--- src/shared/sust_pkg.sv ---
package sust_pkg;

    ////////////////////////////////////////////////////////////////////////////////////////
    // widths and field positions
    localparam int          SUST_WORD_W      = 32;
    localparam int          SUST_IMM_W       = 16;
    localparam int          SUST_REGNUM_W    = 5;
    localparam int          SUST_CAUSE_W     = 5;
    localparam logic [1:0]  SUST_LANE_FLIP   = 2'h3;   // byte-reversed location within a word
    localparam logic [3:0]  SUST_BE_BYTE     = 4'h1;
    localparam logic [3:0]  SUST_BE_HALF     = 4'h3;
    localparam logic [3:0]  SUST_BE_WORD     = 4'hf;

    ////////////////////////////////////////////////////////////////////////////////////////
    // exception cause codes
    localparam logic [4:0]  SUST_CAUSE_UNALIGNED = 5'h01;
    localparam logic [4:0]  SUST_CAUSE_DSTORAGE  = 5'h10;
    localparam logic [4:0]  SUST_CAUSE_TLB_MISS  = 5'h12;

    ////////////////////////////////////////////////////////////////////////////////////////
    // reset values and latency
    localparam logic        SUST_MODE_RST    = 1'b0;
    localparam logic [4:0]  SUST_CAUSE_RST   = 5'h00;
    localparam int          SUST_LAT_FAST    = 1;      // cycles, area option off
    localparam int          SUST_LAT_AREA    = 2;      // cycles, area option on

    ////////////////////////////////////////////////////////////////////////////////////////
    // types
    typedef enum logic [1:0] {SUST_SZ_BYTE, SUST_SZ_HALF, SUST_SZ_WORD} sust_size_t;
    typedef enum logic [1:0] {SUST_EXC_NONE, SUST_EXC_TLB, SUST_EXC_DSTORE,
                              SUST_EXC_UNALIGN} sust_exc_t;

    typedef struct packed {
        sust_exc_t                  kind;
        logic                       no_access;
        logic [SUST_REGNUM_W-1:0]   src_reg;
        logic                       is_word;
        logic [SUST_WORD_W-1:0]     addr;
        logic [3:0]                 be;
        logic [SUST_WORD_W-1:0]     wdata;
    } sust_res_t;

endpackage

--- src/shared/sust_chk_if.sv ---
`timescale 1ns/1ps
interface sust_chk_if;
    logic [31:0]           addr;
    sust_pkg::sust_size_t  size;
    logic                  user_mode;
    logic                  virt_mode;
    logic                  tlb_miss;
    logic                  zone_no_access;
    logic                  zone_read_only;
    sust_pkg::sust_exc_t   kind;
    logic                  no_access;

    modport chk  (input addr, size, user_mode, virt_mode, tlb_miss, zone_no_access,
                  zone_read_only, output kind, no_access);
    modport user (output addr, size, user_mode, virt_mode, tlb_miss, zone_no_access,
                  zone_read_only, input kind, no_access);
endinterface

--- src/verilog/sust_store_unit.sv ---
`timescale 1ns/1ps
module sust_store_unit
(
    // clock and reset
    input  wire logic                        clk,
    input  wire logic                        rst_n,
    // store issue from the core
    input  wire logic                        issue_valid,
    input  wire sust_pkg::sust_size_t        issue_size,
    input  wire logic                        issue_imm_form,
    input  wire logic                        issue_reverse,
    input  wire logic [4:0]                  issue_src_reg,
    input  wire logic [31:0]                 reg_a,
    input  wire logic [31:0]                 reg_b,
    input  wire logic [15:0]                 imm_field,
    input  wire logic [31:0]                 store_data,
    input  wire logic                        imm_prefix_valid,
    input  wire logic [15:0]                 imm_prefix_hi,
    output logic                             busy_r,
    output logic                             done_r,
    // configuration
    input  wire logic                        area_optimized_option,
    input  wire logic                        big_endian_cfg,
    // translation lookup for the address of the issued store
    input  wire logic                        tlb_miss,
    input  wire logic                        zone_no_access,
    input  wire logic                        zone_read_only,
    input  wire logic                        page_endian_bit,
    // machine status mode bits
    input  wire logic                        mode_wr,
    input  wire logic [3:0]                  mode_wdata,
    output logic                             user_mode_bit_r,
    output logic                             virtual_mode_bit_r,
    output logic                             saved_user_mode_bit_r,
    output logic                             saved_virtual_mode_bit_r,
    // exception status
    output logic                             exc_valid_r,
    output logic [4:0]                       exception_cause_code_r,
    output logic                             exc_store_r,
    output logic                             exc_word_r,
    output logic [4:0]                       exc_src_reg_r,
    output logic                             no_access_zone_flag_r,
    // data memory write port
    output logic                             mem_wr_en_r,
    output logic [31:0]                      mem_addr_r,
    output logic [3:0]                       mem_be_r,
    output logic [31:0]                      mem_wdata_r
);

    ////////////////////////////////////////////////////////////////////////////////////////
    // lane placement: lane k carries the byte at address offset k
    function automatic logic [35:0] sust_place(sust_pkg::sust_size_t sz, logic [1:0] lane,
                                                logic big, logic [31:0] d);
        logic [31:0] w;
        logic [3:0]  be;
        logic [15:0] h;
        w  = 32'h0000_0000;
        be = 4'h0;
        h  = big ? {d[7:0], d[15:8]} : d[15:0];
        unique case (sz)
            sust_pkg::SUST_SZ_BYTE:
            begin
                w  = {4{d[7:0]}};
                be = sust_pkg::SUST_BE_BYTE << lane;
            end
            sust_pkg::SUST_SZ_HALF:
            begin
                w  = {2{h}};
                be = sust_pkg::SUST_BE_HALF << {lane[1], 1'b0};
            end
            default:
            begin
                w  = big ? {d[7:0], d[15:8], d[23:16], d[31:24]} : d;
                be = sust_pkg::SUST_BE_WORD;
            end
        endcase
        return {be, w};
    endfunction

    ////////////////////////////////////////////////////////////////////////////////////////
    // effective address
    logic [31:0] offset;
    logic [31:0] eff_addr;
    logic        rev;
    logic        eff_big;
    logic [1:0]  lane;
    logic [35:0] placed;
    logic        accept;

    assign accept = issue_valid & ~busy_r;

    // a prefix supplies the upper half; otherwise sign-extend the 16-bit field
    always_comb
    begin
        if (!issue_imm_form)
        begin
            offset = reg_b;
        end
        else if (imm_prefix_valid)
        begin
            offset = {imm_prefix_hi, imm_field};
        end
        else
        begin
            offset = {{(32 - sust_pkg::SUST_IMM_W){imm_field[15]}}, imm_field};
        end
    end

    assign eff_addr = reg_a + offset;

    // reverse only exists on register forms; the page bit only counts with vm on
    assign rev     = issue_reverse & ~issue_imm_form;
    assign eff_big = big_endian_cfg ^ (virtual_mode_bit_r & page_endian_bit) ^ rev;
    assign lane    = eff_addr[1:0] ^ (rev ? sust_pkg::SUST_LANE_FLIP : 2'h0);
    assign placed  = sust_place(issue_size, lane, eff_big, store_data);

    ////////////////////////////////////////////////////////////////////////////////////////
    // exception checks live in their own module
    sust_chk_if chk_bus ();

    assign chk_bus.addr           = eff_addr;
    assign chk_bus.size           = issue_size;
    assign chk_bus.user_mode      = user_mode_bit_r;
    assign chk_bus.virt_mode      = virtual_mode_bit_r;
    assign chk_bus.tlb_miss       = tlb_miss;
    assign chk_bus.zone_no_access = zone_no_access;
    assign chk_bus.zone_read_only = zone_read_only;

    sust_check u_check
    (
        .c (chk_bus.chk)
    );

    ////////////////////////////////////////////////////////////////////////////////////////
    // result of the current issue
    sust_pkg::sust_res_t live_res;
    sust_pkg::sust_res_t pend_res_r;
    sust_pkg::sust_res_t commit_res;
    logic                pend_v_r;
    logic                commit;

    always_comb
    begin
        live_res.kind      = chk_bus.kind;
        live_res.no_access = chk_bus.no_access;
        live_res.src_reg   = issue_src_reg;
        live_res.is_word   = (issue_size == sust_pkg::SUST_SZ_WORD);
        live_res.addr      = eff_addr;
        live_res.be        = placed[35:32];
        live_res.wdata     = placed[31:0];
    end

    // the area option parks the result one cycle; trades a cycle for less logic
    assign commit     = pend_v_r | (accept & ~area_optimized_option);
    assign commit_res = pend_v_r ? pend_res_r : live_res;

    always_ff @(posedge clk)
    begin
        if (!rst_n)
        begin
            pend_v_r   <= 1'b0;
            busy_r     <= 1'b0;
            pend_res_r <= '0;
        end
        else
        begin
            pend_v_r <= accept & area_optimized_option;
            busy_r   <= accept & area_optimized_option;
            if (accept)
            begin
                pend_res_r <= live_res;
            end
        end
    end

    ////////////////////////////////////////////////////////////////////////////////////////
    // memory port; a faulting store never reaches memory
    always_ff @(posedge clk)
    begin
        if (!rst_n)
        begin
            mem_wr_en_r <= 1'b0;
            mem_addr_r  <= 32'h0000_0000;
            mem_be_r    <= 4'h0;
            mem_wdata_r <= 32'h0000_0000;
            done_r      <= 1'b0;
        end
        else
        begin
            done_r      <= commit;
            mem_wr_en_r <= commit && commit_res.kind == sust_pkg::SUST_EXC_NONE;
            if (commit && commit_res.kind == sust_pkg::SUST_EXC_NONE)
            begin
                mem_addr_r  <= commit_res.addr;
                mem_be_r    <= commit_res.be;
                mem_wdata_r <= commit_res.wdata;
            end
        end
    end

    ////////////////////////////////////////////////////////////////////////////////////////
    // exception status; fields not named by a fault keep their value
    always_ff @(posedge clk)
    begin
        if (!rst_n)
        begin
            exc_valid_r            <= 1'b0;
            exception_cause_code_r <= sust_pkg::SUST_CAUSE_RST;
            exc_store_r            <= 1'b0;
            exc_word_r             <= 1'b0;
            exc_src_reg_r          <= 5'h00;
            no_access_zone_flag_r  <= 1'b0;
        end
        else
        begin
            exc_valid_r <= commit && commit_res.kind != sust_pkg::SUST_EXC_NONE;
            if (commit)
            begin
                unique case (commit_res.kind)
                    sust_pkg::SUST_EXC_TLB:
                    begin
                        exception_cause_code_r <= sust_pkg::SUST_CAUSE_TLB_MISS;
                        exc_store_r            <= 1'b1;
                    end
                    sust_pkg::SUST_EXC_DSTORE:
                    begin
                        exception_cause_code_r <= sust_pkg::SUST_CAUSE_DSTORAGE;
                        exc_store_r            <= 1'b1;
                        no_access_zone_flag_r  <= commit_res.no_access;
                    end
                    sust_pkg::SUST_EXC_UNALIGN:
                    begin
                        exception_cause_code_r <= sust_pkg::SUST_CAUSE_UNALIGNED;
                        exc_store_r            <= 1'b1;
                        exc_word_r             <= commit_res.is_word;
                        exc_src_reg_r          <= commit_res.src_reg;
                    end
                    sust_pkg::SUST_EXC_NONE:
                    begin
                    end
                endcase
            end
        end
    end

    ////////////////////////////////////////////////////////////////////////////////////////
    // mode bits; an mmu fault wins over a core write in the same cycle
    logic mmu_fault;

    assign mmu_fault = commit && (commit_res.kind == sust_pkg::SUST_EXC_TLB ||
                                  commit_res.kind == sust_pkg::SUST_EXC_DSTORE);

    always_ff @(posedge clk)
    begin
        if (!rst_n)
        begin
            user_mode_bit_r          <= sust_pkg::SUST_MODE_RST;
            virtual_mode_bit_r       <= sust_pkg::SUST_MODE_RST;
            saved_user_mode_bit_r    <= sust_pkg::SUST_MODE_RST;
            saved_virtual_mode_bit_r <= sust_pkg::SUST_MODE_RST;
        end
        else if (mmu_fault)
        begin
            saved_user_mode_bit_r    <= user_mode_bit_r;
            saved_virtual_mode_bit_r <= virtual_mode_bit_r;
            user_mode_bit_r          <= 1'b0;
            virtual_mode_bit_r       <= 1'b0;
        end
        else if (mode_wr)
        begin
            user_mode_bit_r          <= mode_wdata[0];
            virtual_mode_bit_r       <= mode_wdata[1];
            saved_user_mode_bit_r    <= mode_wdata[2];
            saved_virtual_mode_bit_r <= mode_wdata[3];
        end
    end

    logic fast_acc;
    assign fast_acc = accept & ~area_optimized_option & ~mode_wr;
endmodule

--- src/verilog/sust_check.sv ---
`timescale 1ns/1ps
module sust_check
(
    // link to the store datapath
    sust_chk_if.chk  c
);

    ////////////////////////////////////////////////////////////////////////////////////////
    // protection: no-access only counts in user mode, read-only always
    logic protect;
    logic misalign;

    assign protect = (c.zone_no_access & c.user_mode) | c.zone_read_only;

    // alignment by access size, bytes can never be misaligned
    always_comb
    begin
        unique case (c.size)
            sust_pkg::SUST_SZ_HALF: misalign = c.addr[0];
            sust_pkg::SUST_SZ_WORD: misalign = |c.addr[1:0];
            default:                misalign = 1'b0;
        endcase
    end

    ////////////////////////////////////////////////////////////////////////////////////////
    // fixed priority: miss, then protection, then alignment; mmu checks need vm set
    always_comb
    begin
        c.no_access = 1'b0;
        if (c.virt_mode && c.tlb_miss)
        begin
            c.kind = sust_pkg::SUST_EXC_TLB;
        end
        else if (c.virt_mode && protect)
        begin
            c.kind      = sust_pkg::SUST_EXC_DSTORE;
            c.no_access = c.zone_no_access & c.user_mode;
        end
        else if (misalign)
        begin
            c.kind = sust_pkg::SUST_EXC_UNALIGN;
        end
        else
        begin
            c.kind = sust_pkg::SUST_EXC_NONE;
        end
    end

endmodule

--- config.mk ---
export PLATFORM = sky130hd
export DESIGN_NAME = sust_store_unit
export DESIGN_NICKNAME = d
export VERILOG_FILES = /design/src/shared/sust_pkg.sv /design/src/shared/sust_chk_if.sv /design/src/verilog/sust_store_unit.sv /design/src/verilog/sust_check.sv
export SDC_FILE = /design/constraint.sdc
export NUM_CORES = 1
export LEC_CHECK = 0
export BUFFER_PORTS_ARGS = -buffer_cell sky130_fd_sc_hd__buf_4
export CAP_MARGIN = 20
export CORE_ASPECT_RATIO = 1.75
export CORE_MARGIN = 2
export CORE_UTILIZATION = 42
export CTS_CLUSTER_SIZE = 25
export DETAILED_ROUTE_END_ITERATION = 8
export PLACE_DENSITY = 0.77
export SLEW_MARGIN = 20
export SYNTH_ARGS = -nofsm -noshare
export SYNTH_HDL_FRONTEND = slang
export SYNTH_SLANG_ARGS = --single-unit
--- constraint.sdc ---
create_clock -name clk -period 5.6 [get_ports clk]
set_clock_uncertainty 0.2 [all_clocks]
set_input_delay 0.28 -clock clk [delete_from_list [all_inputs] [get_ports clk]]
set_output_delay 0.28 -clock clk [all_outputs]
set_load 0.005 [all_outputs]
==> flow_summary.toml <==
[detailed_routing]
drtIter0Drc = 598
first_pass_iters = 5
post_drt_wl_per_cell_um = 16.8
vias_per_cell = 5.58
wl_um = 29600
num_vias = 9785
antenna_left = 0
drc = 0

[clock_tree]
clk-insertion-delay-late_ps = 430
clkTransAtPathRegs_ps = 60
cts_resized = 0
post_cts_buffers = 0
clock_path_buffers = 2
htreeDepth = 4
cts_tree = "built"
clock-sinks = 164
ctsRootBufferMaster = "clkbuf_16"
cts_buffers = 17

[placement]
place_hpwl_um = 21900
gp_congestion = 0.893
io_buffers = 238

[timing]
whs_ps = 18.2
finalHoldViolCount = 0
setup_viol_count_final = 0
period_needed_ps = 4170
clock.fmax_mhz = 240
tightest_slew_ps = 966
slew_headroom = 0.356
rsz0062_at_grt = "no"
slew_viol_final = 0
setup_tns_ps = 0
fin_crit_sh = 0.745

[yosys]
synth-main-ff-cell = "dfxtp_1"
synthCells = 1260
synth-edff-count = 0
netlist_area_mm2 = 0.00970
synth.avg_cell_area_um2 = 7.70
yosysWarningCount = 0
ys_ff_latch = 164
ys_async_sr_fraction = 0
synth-seq-area-share = 0.338
yosysUniqueCellTypes = 65

[floorplan]
die_height_um = 205
die_area_mm2 = 0.0244
io_pins = 241
dieWidth_um = 119
start_util = 0.427
rows = 73
core-area_mm2 = 0.0227

[layout]
fin_nets = 1633
fillers = 2135
syn_to_final_growth_pct = 26.6
diodes = 0
drive_gt1_frac = 0.222

[flow_run]
cap_violations = 0

[setup_path]
setup.worst_path.class = "in2reg"
crit_fanout = 49
endpoint_kind = "flip-flop"
slowest_stage = "and2_2"
crit_path_max_incr_delay_ps = 750
crit_arrival_ps = 4310
crit_chain = "buf_4 -> mux2_2 -> ha_1 -> fa_1 -> nand2_1 -> nand2_1 -> nand2_1 -> o21ai_0 -> mux2i_1 -> ha_1 -> and2_2 -> buf_4 -> nor2_1 -> a311oi_1"
critPathRequiredTime_ps = 5740
crit_path_frequent_cell = "nand2_1"
critPathLaunchType = "input port"

[status]
status = "finished clean"

[global_routing]
grt_pass1_wl_um = 46800
grt_util_all_layers = 0.238
antenna_found_initial = 0
grt_overflow_total = 0
grt_pass1_vias = 9366
grt_max_degree = 95

[power]
leakage_uw = 0.00516
peakVddDrop_mv = 0.231
p_per_area_mw_per_mm2 = 291

[min_path]
min_path_type = "in2reg"
-- worst max-delay path, delay by kind of cell --
kind	cells	cell delay, ps
AND/OR/NAND/NOR	5	1070
AO/OA/AOI/OAI	2	340
adder cells (fa/ha/maj)	3	1180
buffers and inverters	2	770
multiplexers	2	640
-- what timing repair did --
item,in CTS,in global routing
setup endpoints to repair,0,0
hold buffers,11,0
hold endpoints to repair,11,0
-- final timing paths --
kind / startpoint / endpoint / slack [ps] / cells past startpoint
max reg2reg: virtual_mode_bit_r / mem_wdata_r[10] / 2220 / 8
min: mode_wdata[2] / saved_user_mode_bit_r / 20 / 3
max: issue_imm_form / mem_addr_r[12] / 1430 / 14
min reg2reg: mem_wdata_r[22] / mem_wdata_r[22] / 250 / 2
-- layer usage --
layer  GRT usage  share of wire  wire length, um
met4       0.119          0.039             1160
met2       0.451           0.53            15800
met5           0              0                0
met1       0.253           0.39            11400
met3      0.0356          0.043             1260
-- registers in the layout, summed over array words and instances, names as in the netlist --
signal                    flops
exc_word_r                    1
pend_v_r                      1
mem_addr_r                   32
user_mode_bit_r               1
exc_src_reg_r                 5
exc_store_r                   1
mem_wdata_r                  32
saved_virtual_mode_bit_r      1
mem_be_r                      4
exc_valid_r                   1
done_r                        1
no_access_zone_flag_r         1
saved_user_mode_bit_r         1
mem_wr_en_r                   1
pend_res_r                   77
virtual_mode_bit_r            1
exception_cause_code_r        3
-- through the flow --
stage / area, um^2 / total power (uW) / setup WS, ps / cells / utilization
2_1_floorplan: 9710 / 2020 / 1400 / 1261 / -
3_3_place_gp: 11600 / 2370 / 1070 / 1712 / 0.509
3_5_place_dp: 11600 / 2400 / 985 / 1712 / 0.509
4_1_cts: 12300 / 3590 / 1440 / 1755 / 0.540
5_1_grt: 12300 / 3750 / 1040 / 1755 / 0.540
6_report: 12300 / 3570 / 1430 / 1755 / 0.540
-- logic make-up after synthesis --
kind of cell	Yosys count	share of synthesized area
AND/OR/NAND/NOR	440	0.194
AO/OA/AOI/OAI	421	0.282
flip-flops	164	0.338
buffers and inverters	116	0.0482
multiplexers	55	0.0588
adder cells (fa/ha/maj)	39	0.0511
XOR/XNOR	24	0.0275
other	1	0.000387
-- cells in the mapped netlist, drive strengths merged, types with 2 or more instances --
library cell    n  share of area
o221ai         18          0.019
or3             7         0.0045
clkbuf         72          0.028
o21bai          8         0.0062
a31oi           8         0.0064
o311ai          2         0.0018
xor2            5         0.0084
o211ai         32          0.025
ha             38          0.049
a21boi          2         0.0015
o2111ai         5         0.0045
buf            27          0.014
nor3b           2         0.0015
a211oi         45          0.035
a311oi          5         0.0045
mux2i          39          0.040
dfxtp         164           0.34
nor2b           5         0.0032
nand3          25          0.013
nand2         186          0.072
nand3b          4         0.0031
nand4           3         0.0019
inv            17         0.0066
nor2          138          0.054
a21o           19          0.015
o21a            7         0.0054
or2             2         0.0013
and3            4         0.0026
a2111oi         2         0.0018
a22o            9         0.0081
nor4            2         0.0013
mux2           16          0.019
and2            5         0.0032
xnor2          19          0.019
nor3           34          0.018
o21ai          64          0.033
a21oi         152          0.078
a22oi          32          0.025
o31ai           3         0.0034
nand2b         21          0.014
-- cells in the final DEF, fill, tap and decap left out, types with 3 or more instances in the layout --
cell type,synthesis,layout
o221ai_2,4,4
o2111ai_1,5,5
o21ai_0,60,60
a31oi_1,6,6
a21o_1,19,19
nand4_1,3,3
dlygate4sd3_1,0,11
ha_1,38,38
a22o_1,9,9
and2_1,5,4
nor2_1,137,137
a22oi_1,32,32
o21a_1,7,7
o221ai_1,14,14
xnor2_1,18,18
nand3_1,25,25
mux2i_1,39,39
clkinv_4,0,3
nor2b_1,5,4
or3_1,7,7
o21bai_1,8,8
a311oi_1,5,5
a21oi_1,152,152
a211oi_1,45,45
xor2_1,3,3
o211ai_1,31,31
clkinvlp_4,0,5
mux2_2,16,16
clkbuf_16,0,18
nand2_1,186,184
buf_4,3,250
nand2b_1,21,21
o21ai_1,4,4
dfxtp_1,164,163
and3_1,4,4
inv_1,16,16
nor3_1,34,34
nand3b_1,4,4
-- area by class of cell --
type | instances | area (um^2) | share of cell area
Multi-Input combinational cell | 981 | 5970 | 0.486
Tap cell | 300 | 375 | 0.0306
Clock inverter | 14 | 151 | 0.0123
Sequential cell | 164 | 3290 | 0.268
Inverter | 17 | 66.3 | 0.00540
Clock buffer | 18 | 450 | 0.0367
Timing Repair Buffer | 261 | 1990 | 0.162
-- power breakdown --
group	internal, uW	switching, uW
sequential	1280	68.6
combinational	455	580
clock	686	499
Note: power is estimated with default switching activity, not from simulation.
